File: src/hdl/tcc_pkg.sv
package tcc_pkg;
    // ************************************************************
    // Register indices (byte address is four times the index)
    // ************************************************************
    localparam logic [31:0] IDX_STATUS = 32'hFFFFF408;
    localparam logic [31:0] IDX_MASK = 32'hFFFFF409;
    localparam logic [31:0] IDX_CH6_CTRL = 32'hFFFFF443;
    localparam logic [31:0] IDX_CH6_VAL = 32'hFFFFF444;
    localparam logic [31:0] IDX_CH7_CTRL = 32'hFFFFF44B;
    localparam logic [31:0] IDX_CH7_VAL = 32'hFFFFF44C;
    localparam int ADDR_W = 14;
    localparam int IDX_W = 12;
    localparam int NUM_CH = 2;

    // ************************************************************
    // Field layout and reset values
    // ************************************************************
    localparam int CTRL_FILT_BIT = 7;
    localparam int EDGE_W = 2;
    localparam logic [7:0] CTRL_IMPL_MASK = 8'h83;
    localparam logic [7:0] CTRL_RESET = 8'h00;
    localparam logic [7:0] STAT_RESET = 8'h00;
    localparam logic [7:0] MASK_RESET = 8'h00;
    localparam logic [7:0] STAT_CLR_MASK = 8'h1F;
    localparam int STAT_CH6_BIT = 2;
    localparam int STAT_CH7_BIT = 3;

    typedef enum logic [EDGE_W-1:0] {
        TCC_EDGE_NONE = 2'h0,
        TCC_EDGE_RISE = 2'h1,
        TCC_EDGE_FALL = 2'h2,
        TCC_EDGE_BOTH = 2'h3
    } tcc_edge_e;

    // ************************************************************
    // Timing: noise threshold in system clock periods
    // ************************************************************
    localparam int FILTER_PERIODS = 4;
    localparam int FILT_CNT_W = 3;
    localparam int GEAR_W = 2;
    localparam int DIV_W = 3;
endpackage

File: src/hdl/tcc_chan_if.sv
`timescale 1ns/1ns
`default_nettype none
interface tcc_chan_if;
    import tcc_pkg::*;
    logic filter_en;
    logic [EDGE_W-1:0] edge_sel;
    logic tick;
    logic hit;
    modport chan (input filter_en, input edge_sel, input tick, output hit);
    modport ctrl (output filter_en, output edge_sel, output tick, input hit);
endinterface
`default_nettype wire

File: src/hdl/tcc_capture_top.sv
// The implementer's own choice: the APB register port.
`timescale 1ns/1ns
`default_nettype none
module tcc_capture_top (
    input wire logic pclk,
    input wire logic presetn,
    input wire logic psel,
    input wire logic penable,
    input wire logic pwrite,
    input wire logic [tcc_pkg::ADDR_W-1:0] paddr,
    input wire logic [31:0] pwdata,
    input wire logic [3:0] pstrb,
    output logic [31:0] prdata,
    output logic pready,
    output logic pslverr,
    input wire logic [31:0] timer_count,
    input wire logic [tcc_pkg::GEAR_W-1:0] clock_gear,
    input wire logic ch6_trigger_pin,
    input wire logic ch7_trigger_pin,
    output logic capture_irq
);
    import tcc_pkg::*;

    // ************************************************************
    // Helpers
    // ************************************************************
    function automatic logic [7:0] cap_byte(input logic [31:0] val, input logic [1:0] sel);
        cap_byte = val[8 * (3 - sel) +: 8];
    endfunction

    function automatic logic [DIV_W-1:0] gear_mask(input logic [GEAR_W-1:0] gear);
        gear_mask = DIV_W'((4'h1 << gear) - 4'h1);
    endfunction

    localparam int STAT_BIT [NUM_CH] = '{STAT_CH6_BIT, STAT_CH7_BIT};
    localparam logic [IDX_W-1:0] CTRL_IDX [NUM_CH] = '{IDX_CH6_CTRL[IDX_W-1:0], IDX_CH7_CTRL[IDX_W-1:0]};
    localparam logic [IDX_W-1:0] VAL_IDX [NUM_CH] = '{IDX_CH6_VAL[IDX_W-1:0], IDX_CH7_VAL[IDX_W-1:0]};

    logic [7:0] ctrl_reg [NUM_CH];
    logic [31:0] cap_reg [NUM_CH];
    logic [7:0] stat_reg;
    logic [7:0] stat_next;
    logic [7:0] mask_reg;
    logic [DIV_W-1:0] div_reg;
    logic tick_reg;
    logic pready_reg;
    logic pslverr_reg;
    logic [31:0] prdata_reg;
    logic irq_reg;
    logic [NUM_CH-1:0] load;
    logic [NUM_CH-1:0] sel_ctrl;
    logic [NUM_CH-1:0] sel_val;
    logic [7:0] ch_rd [NUM_CH];

    // ************************************************************
    // Address decode
    // ************************************************************
    wire logic [IDX_W-1:0] word_idx = paddr[ADDR_W-1:2];
    wire logic sel_stat = word_idx == IDX_STATUS[IDX_W-1:0];
    wire logic sel_mask = word_idx == IDX_MASK[IDX_W-1:0];
    wire logic mapped = sel_stat || sel_mask || (|sel_ctrl) || (|sel_val);
    wire logic acc_done = psel && penable && pready_reg;
    wire logic wr_done = acc_done && pwrite && pstrb[0] && mapped;
    wire logic rd_done = acc_done && !pwrite && mapped;
    wire logic [7:0] rd_byte = sel_stat ? stat_reg : sel_mask ? mask_reg : (ch_rd[0] | ch_rd[1]);

    // ************************************************************
    // Gear divider: one fsys tick per gear period
    // ************************************************************
    always_ff @(posedge pclk or negedge presetn) begin
        if (!presetn) begin
            div_reg <= '0;
            tick_reg <= 1'b0;
        end else begin
            div_reg <= div_reg + 1'b1;
            tick_reg <= (div_reg & gear_mask(clock_gear)) == gear_mask(clock_gear);
        end
    end

    // ************************************************************
    // Channels
    // ************************************************************
    wire logic [NUM_CH-1:0] pins = {ch7_trigger_pin, ch6_trigger_pin};

    for (genvar i = 0; i < NUM_CH; i++) begin : g_ch
        tcc_chan_if ch_if ();
        assign ch_if.filter_en = ctrl_reg[i][CTRL_FILT_BIT];
        assign ch_if.edge_sel = ctrl_reg[i][EDGE_W-1:0];
        assign ch_if.tick = tick_reg;
        assign sel_ctrl[i] = word_idx == CTRL_IDX[i];
        assign sel_val[i] = word_idx[IDX_W-1:2] == VAL_IDX[i][IDX_W-1:2];
        // Capture held off while this channel's value is on the bus
        assign load[i] = ch_if.hit && !(psel && sel_val[i]);
        assign ch_rd[i] = sel_ctrl[i] ? (ctrl_reg[i] & CTRL_IMPL_MASK)
            : sel_val[i] ? cap_byte(cap_reg[i], word_idx[1:0]) : 8'h00;

        tcc_channel u_channel (
            .pclk(pclk),
            .presetn(presetn),
            .trigger_pin(pins[i]),
            .cfg(ch_if.chan)
        );

        always_ff @(posedge pclk or negedge presetn) begin
            if (!presetn) begin
                ctrl_reg[i] <= CTRL_RESET;
            end else if (wr_done && sel_ctrl[i]) begin
                ctrl_reg[i] <= pwdata[7:0] & CTRL_IMPL_MASK;
            end
        end

        // No reset: content undefined until first capture
        always_ff @(posedge pclk) begin
            if (load[i]) begin
                cap_reg[i] <= timer_count;
            end
        end
    end

    // ************************************************************
    // Status, mask and interrupt
    // ************************************************************
    wire logic [7:0] load_bits = (8'(load[0]) << STAT_BIT[0]) | (8'(load[1]) << STAT_BIT[1]);
    // Read clears only the bits returned, so a flag set after the data latch survives
    wire logic [7:0] clr_bits = (rd_done && sel_stat) ? (prdata_reg[7:0] & STAT_CLR_MASK)
        : (wr_done && sel_stat) ? pwdata[7:0] : 8'h00;
    assign stat_next = ((stat_reg & ~clr_bits) | load_bits) & STAT_CLR_MASK;

    always_ff @(posedge pclk or negedge presetn) begin
        if (!presetn) begin
            stat_reg <= STAT_RESET;
            mask_reg <= MASK_RESET;
            irq_reg <= 1'b0;
        end else begin
            stat_reg <= stat_next;
            irq_reg <= |(stat_next & ~mask_reg);
            if (wr_done && sel_mask) begin
                mask_reg <= pwdata[7:0] & STAT_CLR_MASK;
            end
        end
    end

    // ************************************************************
    // APB slave: one wait state, read data latched with pready
    // ************************************************************
    always_ff @(posedge pclk or negedge presetn) begin
        if (!presetn) begin
            pready_reg <= 1'b0;
            pslverr_reg <= 1'b0;
            prdata_reg <= '0;
        end else begin
            pready_reg <= psel && penable && !pready_reg;
            pslverr_reg <= psel && penable && !pready_reg && !mapped;
            if (psel && penable && !pready_reg) begin
                prdata_reg <= (pwrite || !mapped) ? 32'h00000000 : {24'h000000, rd_byte};
            end
        end
    end

    assign prdata = prdata_reg;
    assign pready = pready_reg;
    assign pslverr = pslverr_reg;
    assign capture_irq = irq_reg;
endmodule
`default_nettype wire

File: src/hdl/tcc_channel.sv
`timescale 1ns/1ns
`default_nettype none
module tcc_channel (
    input wire logic pclk,
    input wire logic presetn,
    input wire logic trigger_pin,
    tcc_chan_if.chan cfg
);
    import tcc_pkg::*;

    // ************************************************************
    // Edge decode
    // ************************************************************
    function automatic logic edge_hit(input logic [EDGE_W-1:0] sel, input logic rise, input logic fall);
        edge_hit = ((sel == TCC_EDGE_RISE) && rise) || ((sel == TCC_EDGE_FALL) && fall)
            || ((sel == TCC_EDGE_BOTH) && (rise || fall));
    endfunction

    localparam logic [FILT_CNT_W-1:0] CNT_LAST = FILT_CNT_W'(FILTER_PERIODS - 1);

    logic sync1_reg;
    logic sync2_reg;
    logic filt_reg;
    logic [FILT_CNT_W-1:0] cnt_reg;
    logic prev_reg;
    logic hit_reg;
    wire logic differs = sync2_reg != filt_reg;
    wire logic accept = differs && cfg.tick && (cnt_reg == CNT_LAST);
    wire logic source = cfg.filter_en ? filt_reg : sync2_reg;
    wire logic rise = source && !prev_reg;
    wire logic fall = !source && prev_reg;

    always_ff @(posedge pclk or negedge presetn) begin
        if (!presetn) begin
            sync1_reg <= 1'b0;
            sync2_reg <= 1'b0;
        end else begin
            sync1_reg <= trigger_pin;
            sync2_reg <= sync1_reg;
        end
    end

    // Level must persist four fsys ticks before it is accepted
    always_ff @(posedge pclk or negedge presetn) begin
        if (!presetn) begin
            filt_reg <= 1'b0;
            cnt_reg <= '0;
        end else if (!cfg.filter_en || !differs) begin
            filt_reg <= sync2_reg;
            cnt_reg <= '0;
        end else if (accept) begin
            filt_reg <= sync2_reg;
            cnt_reg <= '0;
        end else if (cfg.tick) begin
            cnt_reg <= cnt_reg + 1'b1;
        end
    end

    always_ff @(posedge pclk or negedge presetn) begin
        if (!presetn) begin
            prev_reg <= 1'b0;
            hit_reg <= 1'b0;
        end else begin
            prev_reg <= source;
            hit_reg <= edge_hit(cfg.edge_sel, rise, fall);
        end
    end

    assign cfg.hit = hit_reg;
endmodule
`default_nettype wire

File: config.mk
export PLATFORM = sky130hd
export DESIGN_NAME = tcc_capture_top
export DESIGN_NICKNAME = d
export VERILOG_FILES = /design/src/hdl/tcc_pkg.sv /design/src/hdl/tcc_chan_if.sv /design/src/hdl/tcc_capture_top.sv /design/src/hdl/tcc_channel.sv
export SDC_FILE = /design/constraint.sdc
export NUM_CORES = 1
export LEC_CHECK = 0
export BUFFER_PORTS_ARGS = -buffer_cell sky130_fd_sc_hd__buf_2
export CAP_MARGIN = 10
export CORE_ASPECT_RATIO = 1.1
export CORE_MARGIN = 5
export CORE_UTILIZATION = 55
export CTS_BUF_LIST = sky130_fd_sc_hd__clkbuf_4
export CTS_CLUSTER_DIAMETER = 80
export DETAILED_ROUTE_END_ITERATION = 12
export GPL_TIMING_DRIVEN = 0
export PLACE_DENSITY = 0.84
export SLEW_MARGIN = 20
export SYNTH_ARGS = -nofsm -noshare
export SYNTH_HDL_FRONTEND = slang
export SYNTH_HIERARCHICAL = 1
export SYNTH_SLANG_ARGS = --single-unit
File: constraint.sdc
create_clock -name pclk -period 3.1 [get_ports pclk]
set_input_delay 0.31 -clock pclk [delete_from_list [all_inputs] [get_ports pclk]]
set_output_delay 0.31 -clock pclk [all_outputs]
set_load 0.05 [all_outputs]
==> key figures, run 1 <==
Drt
  • DR DRC count: 0
  • DRT iter0 DRCs: about 160
  • TritonRoute pass-1 iters: 5
  • DR vias: 2978
  • Final wirelength: 9430 microns
  • Drt wl/cell: around 17 microns
  • Avg Vias per Cell: 5.34
  • Routed Antenna Nets: 0

Finish
  • Max reg flops: 64
  • Nets: 537
  • # diodes: 0
  • Share of layout cells above drive strength 1: 34.5%
  • Post-route insts no fill: 558
  • Area growth from synthesis to layout: 17.3%

STA
  • RSZ-0062 raised after global routing: no
  • Crit share post-route: 58.1%
  • Period minus WS final: 1.80 ns
  • Fmax: around 0.56 GHz
  • Hold slack: 0.0461 ns
  • Final setup violation count: 0
  • Worst slew margin: 43.2%
  • Layout Skew: 0.0111 ns
  • Worst-Margin Slew: 0.852 ns
  • Max-slew violation count: 0
  • Final setup TNS: 0 ns
  • Final Hold Viols: 0
  • Fin worst setup slack: 1.30 ns

Synth
  • Synth area leader: edfxtp_1
  • Number of distinct library cells after synthesis: 48
  • Number of synthesized flops with an enable pin: 64
  • Area contributors post-synth: edfxtp_1 39%, dfrtp_1 24%, mux4_2 7.3%, buf_4 4.1%, mux2i_1 3.1%
  • Flops & latches, synth: 111
  • Synth warnings: 6
  • Cells after Synth: 327
  • Synth top area share: 39.2%
  • Netlist Area Pre-Place: around 0.005 sq mm
  • Post-synth top flop: edfxtp_1
  • Sequential area share after synthesis: 63.1%
  • Avg Cell Area, Syn: roughly 15 sq um
  • Post-synth ARST share: 42.3%

Worst setup path
  • Critical path class: input port to register
  • Setup crit end kind: register
  • Worst-path maximum fanout: 7
  • Worst Setup Start Kind: input port
  • CP arrival: 2.16 ns
  • CP Data Required Time: about 3.5 ns

Pwr
  • Cell Pwr Density: 430 mW/mm^2
  • Peak supply drop: 0.000328 V
  • Overall Power: 2.48 mW
  • Leak: 2.41 nW

Outcome
  • Status: finished, final reports clean

Global routing
  • Antenna violations before repair: 0
  • GRT Overall Usage: 18.2%
  • Vias in the first global route: 3079
  • Largest net degree at the start of global routing: 48
  • Grt total ovfl: 0
  • First-pass GRT wire length: about 15000 microns

Place
  • Pre-CTS setup slack: 0.851 ns
  • Gpl congestion: 0.865
  • IO buf count: 67
  • # placed instances: 533
  • Final HPWL DP: 6900 microns

Floorplan
  • Die width: 100 microns
  • Initial Utilization: between 50 and 60%
  • Die area: 0.0109 sq mm
  • Number of I/O pins: 126
  • Die height: 109 microns
  • Core area: 0.00878 sq mm
  • Row count: 36

Clocking
  • Clk_lat worst skew: 0.44 ns
  • CTS max path bufs: 2
  • H-tree Lvls: 3
  • CTS Buf Count: 9
  • Clock-pin transition on the worst setup and hold timing paths: 0.17 ns
  • Clock Sinks: 111
  • CTS root buf: clkbuf_4
  • CTS tree: done

Min path
  • Hold Crit Class: input port to register

Flow run
  • MaxCap Viol Count: 0
-- area by class of cell --
cell class                      instances  area (sq um)
Inverter                               11          41.3
Timing Repair Buffer                   78           475
Multi-Input combinational cell        193          1630
Fill cell                             645          3030
Buffer                                 35           238
Clock buffer                            9          67.6
Clock inverter                          7          58.8
Tap cell                              114           143
Sequential cell                       111          3100
-- through the flow --
stage	utilization, %	cell area, sq um
CTS	64.7	5680
global placement	62.3	5470
finish	65.5	5760
floorplan	-	4990
detailed placement	63.0	5540
global route	65.5	5760
-- logic make-up (layout without fill, tap and decap cells) --
family,after synthesis,count (layout),share of synthesized area (%)
other,1,24,0.0764
AND/OR/NAND/NOR,67,67,8.69
AO/OA/AOI/OAI,48,48,6.73
adder cells (fa/ha/maj),7,7,1.78
multiplexers,44,44,13.4
buffers and inverters,46,140,5.68
flip-flops,111,111,63.1
XOR/XNOR,3,3,0.535
-- synth_stat cells (3+ instances only) --
master and n:
a21oi_1 6, mux2_2 11, mux4_2 16, buf_4 27, dfrtp_1 47, ha_1 7, nand4_1 3, buf_2 4
nand2_1 21, nor2_1 9, clkbuf_1 3, nor2b_1 6, nand3_1 3, edfxtp_1 64, a31oi_1 7, nand2b_1 9
a32oi_1 3, xor2_1 3, mux2i_1 15, nand3b_1 3, inv_1 11, o31a_1 3, o21ai_0 10
-- placed cells by master, fill, tap and decap left out, drive strengths merged, types with 7 or more instances in the layout --
master       count
a31oi            7
buf            101
clkbuf          12
conb            24
dfrtp           47
dlygate4sd3      9
edfxtp          64
ha               7
inv             13
mux2            13
mux2i           15
mux4            16
nand2           21
nand2b           9
nor2             9
o21ai           14
-- routing by layer --
layer / share of wire [%] / track usage, %
met1: 39 / 22.9
met2: 51 / 31.3
met3: 8.1 / 4.61
met4: 1.2 / 5.39
met5: 0 / 0
-- power by group --
group          switching (mW)  total [mW]  internal [mW]
clock                   0.474       0.649          0.175
combinational           0.155       0.252         0.0967
sequential            0.00548        1.58           1.57
-- timing repair --
action / in CTS / in global routing
buffers inserted: 0 / 0
gates resized for setup: 0 / 0
hold buffers: 2 / 7
endpoints found under the hold margin: 2 / 58
-- worst max-delay path, stage by stage --
cell	delay (ns)
buf_2	0.11
nor4b_4	0.48
nand2_1	0.19
nor4_4	0.53
nand2_1	0.30
o21ai_0	0.23
-- path summary, 6_finish.rpt --
check	end	start	slack, ns	cells after the start
worst max-delay path	prdata[2]	paddr[13]	1.30	6
worst max register to register	capture_irq	pready	1.33	5
worst min-delay path	cap_reg[0][5]	timer_count[5]	0.05	1
max in group asynchronous	prdata[7]	presetn	2.30	2
worst min register to register	g_ch[0].u_channel/sync2_reg	g_ch[0].u_channel/sync1_reg	0.37	0
min in group asynchronous	ctrl_reg[15]	presetn	0.40	2
Note: power is estimated with default switching activity, not from simulation.
==> inputs of run 2 (changes only) <==
- ABC_AREA: default -> 1
- CORE_UTILIZATION: 55 -> 50
- PLACE_DENSITY: 0.84 -> 0.81
- clock period: 3.1 -> 1.6 ns (I/O delays scaled with it)
==> key figures, run 2 <==
Floorplan
  • Die height: 115 microns (was 109 microns)
  • Row count: 38 (was 36)
  • Number of I/O pins: 126 (unchanged)
  • Die area: 0.0121 sq mm (was 0.0109 sq mm)
  • Core area: 0.00979 sq mm (was 0.00878 sq mm)
  • Die width: 105 microns (was 100 microns)
  • Initial Utilization: 50.9% (was 55.9%)

STA
  • Layout Skew: 0.0223 ns (was 0.0111 ns)
  • RSZ-0062 raised after global routing: yes (was no)
  • Crit share post-route: 91.8%
  • Final setup violation count: 0 (unchanged)
  • Max-slew violation count: 0 (unchanged)
  • Final Hold Viols: 0 (unchanged)
  • Worst-Margin Slew: 0.672 ns (was 0.852 ns)
  • Period minus WS final: 1.47 ns
  • Worst slew margin: 54.8% (was 43.2%)
  • Fmax: just under 0.7 GHz
  • Final setup TNS: 0 ns (unchanged)
  • Fin worst setup slack: 0.132 ns (was 1.30 ns)

Flow run
  • MaxCap Viol Count: 0 (unchanged)

Worst setup path
  • R2R setup slack: 0.15 ns (was 1.33 ns)
  • Worst r2r path cells: 6 (was 5)
  • Buf/Inv on CP: 4 (was 1)
  • Worst R2R Start: g_ch[1].u_channel/sync2_reg (was pready)
  • RR Endpoint: g_ch[1].u_channel/cfg.hit (was capture_irq)
  • Setup crit end kind: register (unchanged)
  • Worst-path maximum fanout: 32 (was 7)
  • CP max stage cell: nor3_4 (was nor4_4)
  • Largest stage delay, worst path: 0.32 ns (was 0.53 ns)
  • Most numerous cell on the critical path: nand2_2 (was nand2_1)
  • CP arrival: 1.63 ns (was 2.16 ns)
  • Critical path class: input port to register (unchanged)
  • Crit path cell chain: buf_2 -> inv_12 -> nand2_2 -> nor2_2 -> nand2_2 -> nor3_4 -> inv_1 -> o21ai_1 -> inv_4 (was buf_2 -> nor4b_4 -> nand2_1 -> nor4_4 -> nand2_1 -> o21ai_0)
  • CP Data Required Time: 1.77 ns (was 3.46 ns)
  • Worst Setup Start Kind: input port (unchanged)
  • Crit-path leading delay family: simple AND/OR/NAND/NOR gates (unchanged)

Global routing
  • Antenna violations before repair: 0 (unchanged)
  • GRT Overall Usage: 19.4% (was 18.2%)
  • First-pass GRT wire length: 18500 microns (was 15200 microns)
  • Vias in the first global route: 3829 (was 3079)
  • Largest net degree at the start of global routing: 48 (unchanged)
  • Grt total ovfl: 0 (unchanged)

Synth
  • Avg Cell Area, Syn: 10.7 sq um (was 15.0 sq um)
  • Synth Area in Compound Gates: 9.43% (was 6.73%)
  • Synth top area share: 38.5% (was 39.2%)
  • Synth top cells by count: 85 x nand2_1, 64 x edfxtp_1, 48 x o21ai_0, 47 x dfrtp_1, 43 x inv_1 (was 64 x edfxtp_1, 47 x dfrtp_1, 27 x buf_4, 21 x nand2_1, 16 x mux4_2)
  • Number of synthesized flops with an enable pin: 64 (unchanged)
  • Xor and xnor fraction of the mapped netlist area: 0.527% (was 0.535%)
  • Synth warnings: 6 (unchanged)
  • Netlist Area Pre-Place: 0.00499 sq mm (was 0.00491 sq mm)
  • Synth Area in Adders: 1.76% (was 1.78%)
  • Post-synth ARST share: 42.3% (unchanged)
  • Flops & latches, synth: 111 (unchanged)
  • Synth area leader: edfxtp_1 (unchanged)
  • Cells after Synth: 466 (was 327)
  • Post-synth top flop: edfxtp_1 (unchanged)
  • Mux contribution to synthesized area: 0.903% (was 13.4%)
  • Area contributors post-synth: edfxtp_1 39%, dfrtp_1 24%, nand2_1 6.4%, o21ai_0 4.8%, buf_4 3.8% (was edfxtp_1 39%, dfrtp_1 24%, mux4_2 7.3%, buf_4 4.1%, mux2i_1 3.1%)
  • Most common cell in the netlist: nand2_1 (was edfxtp_1)
  • Simple-gate share of the synthesized area: 17.1% (was 8.69%)
  • Number of distinct library cells after synthesis: 38 (was 48)
  • Sequential area share after synthesis: 62.1% (was 63.1%)
  • Largest family of logic cells by synthesized area: simple AND/OR/NAND/NOR gates (was multiplexers)

Place
  • Final HPWL DP: 7720 microns (was 6900 microns)
  • Pre-CTS setup slack: -0.738 ns (was 0.851 ns)
  • IO buf count: 69 (was 67)
  • # placed instances: 678 (was 533)
  • Gpl congestion: 0.831 (was 0.865)

Clocking
  • Clock Sinks: 111 (unchanged)
  • CTS Buf Count: 9 (unchanged)
  • Clock-pin transition on the worst setup and hold timing paths: 0.16 ns (was 0.17 ns)
  • CTS root buf: clkbuf_4 (unchanged)
  • CTS tree: done (unchanged)
  • Clk_lat worst skew: 0.46 ns (was 0.44 ns)
  • H-tree Lvls: 3 (unchanged)
  • CTS max path bufs: 2 (unchanged)

Finish
  • Final core utilization: 63.7% (was 65.5%)
  • Post-route insts no fill: 741 (was 558)
  • # diodes: 0 (unchanged)
  • Commonest non-fill, non-tap cell in the layout: nand2_1 (was buf_2)
  • Most frequent cells in the layout: 81 x nand2_1, 71 x buf_2, 64 x edfxtp_1 (was 70 x buf_2, 64 x edfxtp_1, 47 x dfrtp_1)
  • Area growth from synthesis to layout: 25.2% (was 17.3%)
  • Share of layout cells above drive strength 1: 25.1% (was 34.5%)
  • Nets: 714 (was 537)
  • Max reg flops: 64 (unchanged)

Drt
  • DR vias: 3815 (was 2978)
  • Drt wl/cell: 15.1 microns (was 16.9 microns)
  • TritonRoute pass-1 iters: 5 (unchanged)
  • DRT iter0 DRCs: 222 (was 162)
  • Final wirelength: 11200 microns (was 9430 microns)
  • Routed Antenna Nets: 0 (unchanged)
  • Avg Vias per Cell: 5.15 (was 5.34)
  • DR DRC count: 0 (unchanged)

Pwr
  • Cell Pwr Density: 796 mW/mm^2 (was 430 mW/mm^2)
  • Leak: 2.80 nW (was 2.41 nW)
  • Peak supply drop: 0.000542 V (was 0.000328 V)

Min path
  • Hold Crit Class: input port to register (unchanged)
  • Hold Path Cell Cnt: 3 (was 1)
  • Hold Path Sink: ctrl_reg[1] (was cap_reg[0][5])
  • HP Start: pwdata[1] (was timer_count[5])

Outcome
  • Status: finished, final reports clean (unchanged)
[run 2: area by class of cell]
cell class                      instances  area, sq um
Buffer                                 32          225
Clock buffer                            9         67.6
Clock inverter                          7         71.3
Fill cell                             753         3550
Inverter                               48          206
Multi-Input combinational cell        298         1600
Sequential cell                       111         3100
Tap cell                              120          150
Timing Repair Buffer                  115          813
Timing Repair inverter                  1         7.51
[run 2: cell families after synthesis]
family / after synthesis
AOI/OAI and AO/OA: 78
other: 1
adders and majority gates: 7
DFF: 111
xor gates and xnor gates: 3
muxes: 3
and+or+nand+nor: 183
buffers and inverters: 80
[run 2: how the worst max path moves through the flow]
stage	start	to	slack, ns	depth (start not counted)
6_report	paddr[9]	cap_reg[0][3]	0.13	9
4_1_cts	pready	mask_reg[3]	0.001	6
3_3_place_gp	paddr[9]	cap_reg[0][27]	-0.73	9
2_1_floorplan	paddr[9]	cap_reg[0][32]	-0.09	8
5_1_grt	pready	capture_irq	-0.01	9
3_5_place_dp	paddr[9]	cap_reg[0][51]	-0.74	9
[run 2: what timing repair did]
item,4_1_cts,5_1_grt
endpoints found under the hold margin,120,0
cloned,1,0
resized for setup,1,5
hold buffers,43,0
endpoints found under the setup margin,32,57
buffers inserted,0,3
[run 2: power breakdown]
part           internal (mW)  leakage, nW  switching [mW]
logic                  0.213         1.53           0.336
clock network          0.366       0.0698           0.992
registers               3.04         1.21          0.0148
[run 2: routing by layer]
layer / routed length, microns / vias to the layer above / part of all wire (%) / global-route usage (%)
met5: 0 / - / 0 / 0
met4: 157 / 0 / 1.4 / 4.94
met3: 869 / 12 / 7.7 / 4.60
met2: 5800 / 155 / 52 / 34.5
met1: 4390 / 1791 / 39 / 23.8
li1: - / 1857 / - / -
[run 2: metrics by stage]
stage | total power, mW | area, sq um | hold slack (ns)
6_report | 4.97 | 6240 | 0.0277
5_1_grt | 5.18 | 6240 | 0.0111
4_1_cts | 4.97 | 6190 | 0.00434
3_5_place_dp | 3.58 | 5620 | 0.272
3_3_place_gp | 3.57 | 5620 | 0.270
2_1_floorplan | 3.42 | 5120 | -0.136
[run 2: worst register-to-register path, cell delays in order (launching register included)]
cell	delay, ns
dfrtp_1	0.48
o21ai_0	0.26
inv_1	0.10
ha_1	0.28
nand2_1	0.05
o211ai_1	0.08
nand2_1	0.09
==> inputs of run 3 (changes only) <==
- REMOVE_ABC_BUFFERS: default -> 1
==> key figures, run 3 (synthesis results as in run 2) <==
Outcome
  • Status: finished, final reports clean (unchanged)

Clocking
  • CTS max path bufs: 2 (unchanged)
  • CTS Buf Count: 9 (unchanged)
  • Clk_lat worst skew: 0.46 ns (about the same)
  • H-tree Lvls: 3 (unchanged)
  • Post-CTS setup buffers: 0 (unchanged)
  • Clock Sinks: 111 (unchanged)
  • Clock-pin transition on the worst setup and hold timing paths: 0.17 ns (was 0.16 ns)
  • CTS tree: done (unchanged)
  • CTS root buf: clkbuf_4 (unchanged)

Place
  • Final HPWL DP: 7290 microns (was 7720 microns)
  • IO buf count: 70 (was 69)
  • Gpl congestion: 0.894 (was 0.831)
  • Pre-CTS setup slack: -0.593 ns (was -0.738 ns)

Worst setup path
  • Crit-path leading delay family: simple AND/OR/NAND/NOR gates (unchanged)
  • Worst Setup Start Kind: register (was input port)
  • Crit path cell chain: nand3_1 -> nor2_2 -> nand2_1 -> inv_2 -> nand2_4 -> mux2_4 (was buf_2 -> inv_12 -> nand2_2 -> nor2_2 -> nand2_2 -> nor3_4 -> inv_1 -> o21ai_1 -> inv_4)
  • CP max stage cell: dfrtp_1 (was nor3_4)
  • CP Data Required Time: 1.97 ns (was 1.77 ns)
  • Largest stage delay, worst path: 0.40 ns (was 0.32 ns)
  • Worst-path maximum fanout: 7 (was 32)
  • Buf/Inv on CP: 1 (was 4)
  • Setup crit end kind: register (unchanged)
  • CP arrival: 1.86 ns (was 1.63 ns)
  • Critical path class: register to register (was input port to register)

Global routing
  • Largest net degree at the start of global routing: 48 (unchanged)
  • Vias in the first global route: 3631 (was 3829)
  • GRT Overall Usage: 18.3% (was 19.4%)
  • First-pass GRT wire length: 17700 microns (was 18500 microns)
  • Grt total ovfl: 0 (unchanged)
  • Antenna violations before repair: 1 (was 0)

STA
  • Layout Skew: 0.0160 ns (was 0.0223 ns)
  • Crit share post-route: 93.2% (was 91.8%)
  • Fmax: 0.671 GHz (was 0.681 GHz)
  • Fin worst setup slack: 0.109 ns (was 0.132 ns)
  • Period minus WS final: 1.49 ns (was 1.47 ns)
  • Worst-Margin Slew: 0.795 ns (was 0.672 ns)
  • Final setup violation count: 0 (unchanged)
  • RSZ-0062 raised after global routing: no (was yes)
  • Final Hold Viols: 0 (unchanged)
  • Max-slew violation count: 0 (unchanged)
  • Worst slew margin: 46.5% (was 54.8%)

Floorplan
  • Initial Utilization: 50.9% (unchanged)
  • Die height: 115 microns (unchanged)
  • Die area: 0.0121 sq mm (unchanged)
  • Row count: 38 (unchanged)
  • Die width: 105 microns (unchanged)
  • Core area: 0.00979 sq mm (unchanged)
  • Number of I/O pins: 126 (unchanged)

Drt
  • Routed Antenna Nets: 0 (unchanged)
  • DRT iter0 DRCs: 330 (was 222)
  • Avg Vias per Cell: 5.24 (was 5.15)
  • Drt wl/cell: 15.3 microns (was 15.1 microns)
  • TritonRoute pass-1 iters: 4 (was 5)
  • DR vias: 3713 (was 3815)
  • Final wirelength: 10800 microns (was 11200 microns)
  • DR DRC count: 0 (unchanged)

Pwr
  • Leak: 2.64 nW (was 2.80 nW)
  • Cell Pwr Density: 825 mW/mm^2 (was 796 mW/mm^2)
  • Peak supply drop: 0.000627 V (was 0.000542 V)
  • Overall Power: 4.92 mW (was 4.97 mW)

Finish
  • Most frequent cells in the layout: 85 x nand2_1, 68 x buf_2, 64 x edfxtp_1 (was 81 x nand2_1, 71 x buf_2, 64 x edfxtp_1)
  • Nets: 681 (was 714)
  • Area growth from synthesis to layout: 19.7% (was 25.2%)
  • Share of layout cells above drive strength 1: 19.6% (was 25.1%)
  • Commonest non-fill, non-tap cell in the layout: nand2_1 (unchanged)
  • Final core utilization: 61.0% (was 63.7%)
  • Max reg flops: 64 (unchanged)

Flow run
  • MaxCap Viol Count: 0 (unchanged)

Min path
  • Hold Crit Class: input port to register (unchanged)
## run 3: layout make-up
| type | count | area [sq um] |
|---|---|---|
| inverter | 48 | 185 |
| antenna | 1 | 2.50 |
| fill | 785 | 3820 |
| timing repair buffer | 115 | 806 |
| clock inverter | 7 | 71.3 |
| tap | 120 | 150 |
| multi-input combinational | 298 | 1590 |
| sequential | 111 | 3100 |
| clock buffer | 9 | 67.6 |
## run 3: worst min-delay path: cells and delay by family
| kind | cells | cell delay [ns] |
|---|---|---|
| buffers and inverters | 1 | 0.13 |
| AND/OR/NAND/NOR | 3 | 0.25 |
## run 3: per-layer routing
layer	global-route usage, %	share of wire, %	up-vias
met3	2.53	5.7	15
met5	0	0	-
met2	32.3	52	118
li1	-	-	1787
met1	22.8	41	1793
met4	7.50	1.8	0
## run 3: through the flow
stage / TNS, ns / cell area (sq um) / instances / hold slack (ns)
after floorplan: -7.84 / 4850 / 457 / -0.136
after global placement: -55.63 / 5350 / 647 / 0.270
after detailed placement: -38.03 / 5350 / 647 / 0.270
after CTS: 0 / 5940 / 708 / 0.0774
after global routing: 0 / 5970 / 709 / 0.105
final: 0 / 5970 / 709 / 0.113
## run 3: path summary, 6_finish.rpt
path                                             start                          end  slack, ns  cells past startpoint
min in group asynchronous                      presetn  g_ch[1].u_channel/sync2_reg       0.23                      2
min reg2reg                g_ch[0].u_channel/sync1_reg  g_ch[0].u_channel/sync2_reg       0.36                      0
min                                               psel                  stat_reg[3]       0.11                      4
max                                             pready                  mask_reg[3]       0.11                      6
max reg2reg                                     pready                  mask_reg[3]       0.11                      6
max in group asynchronous                      presetn                      pslverr       0.97                      2
## run 3: repair_timing
| item | 4_1_cts | 5_1_grt |
|---|---|---|
| resized for setup | 2 | 9 |
| gates cloned | 0 | 0 |
| hold endpoints to repair | 126 | 0 |
| pin swaps | 0 | 1 |
| hold buffers | 45 | 0 |
| setup endpoints to repair | 8 | 78 |
## run 3: power by group
group | internal, mW | leakage, nW | total [mW] | switching [mW]
logic | 0.169 | 1.37 | 0.490 | 0.321
registers | 3.04 | 1.21 | 3.06 | 0.0141
clock network | 0.475 | 0.0645 | 1.38 | 0.901
total | 3.69 | 2.64 | 4.92 | 1.24
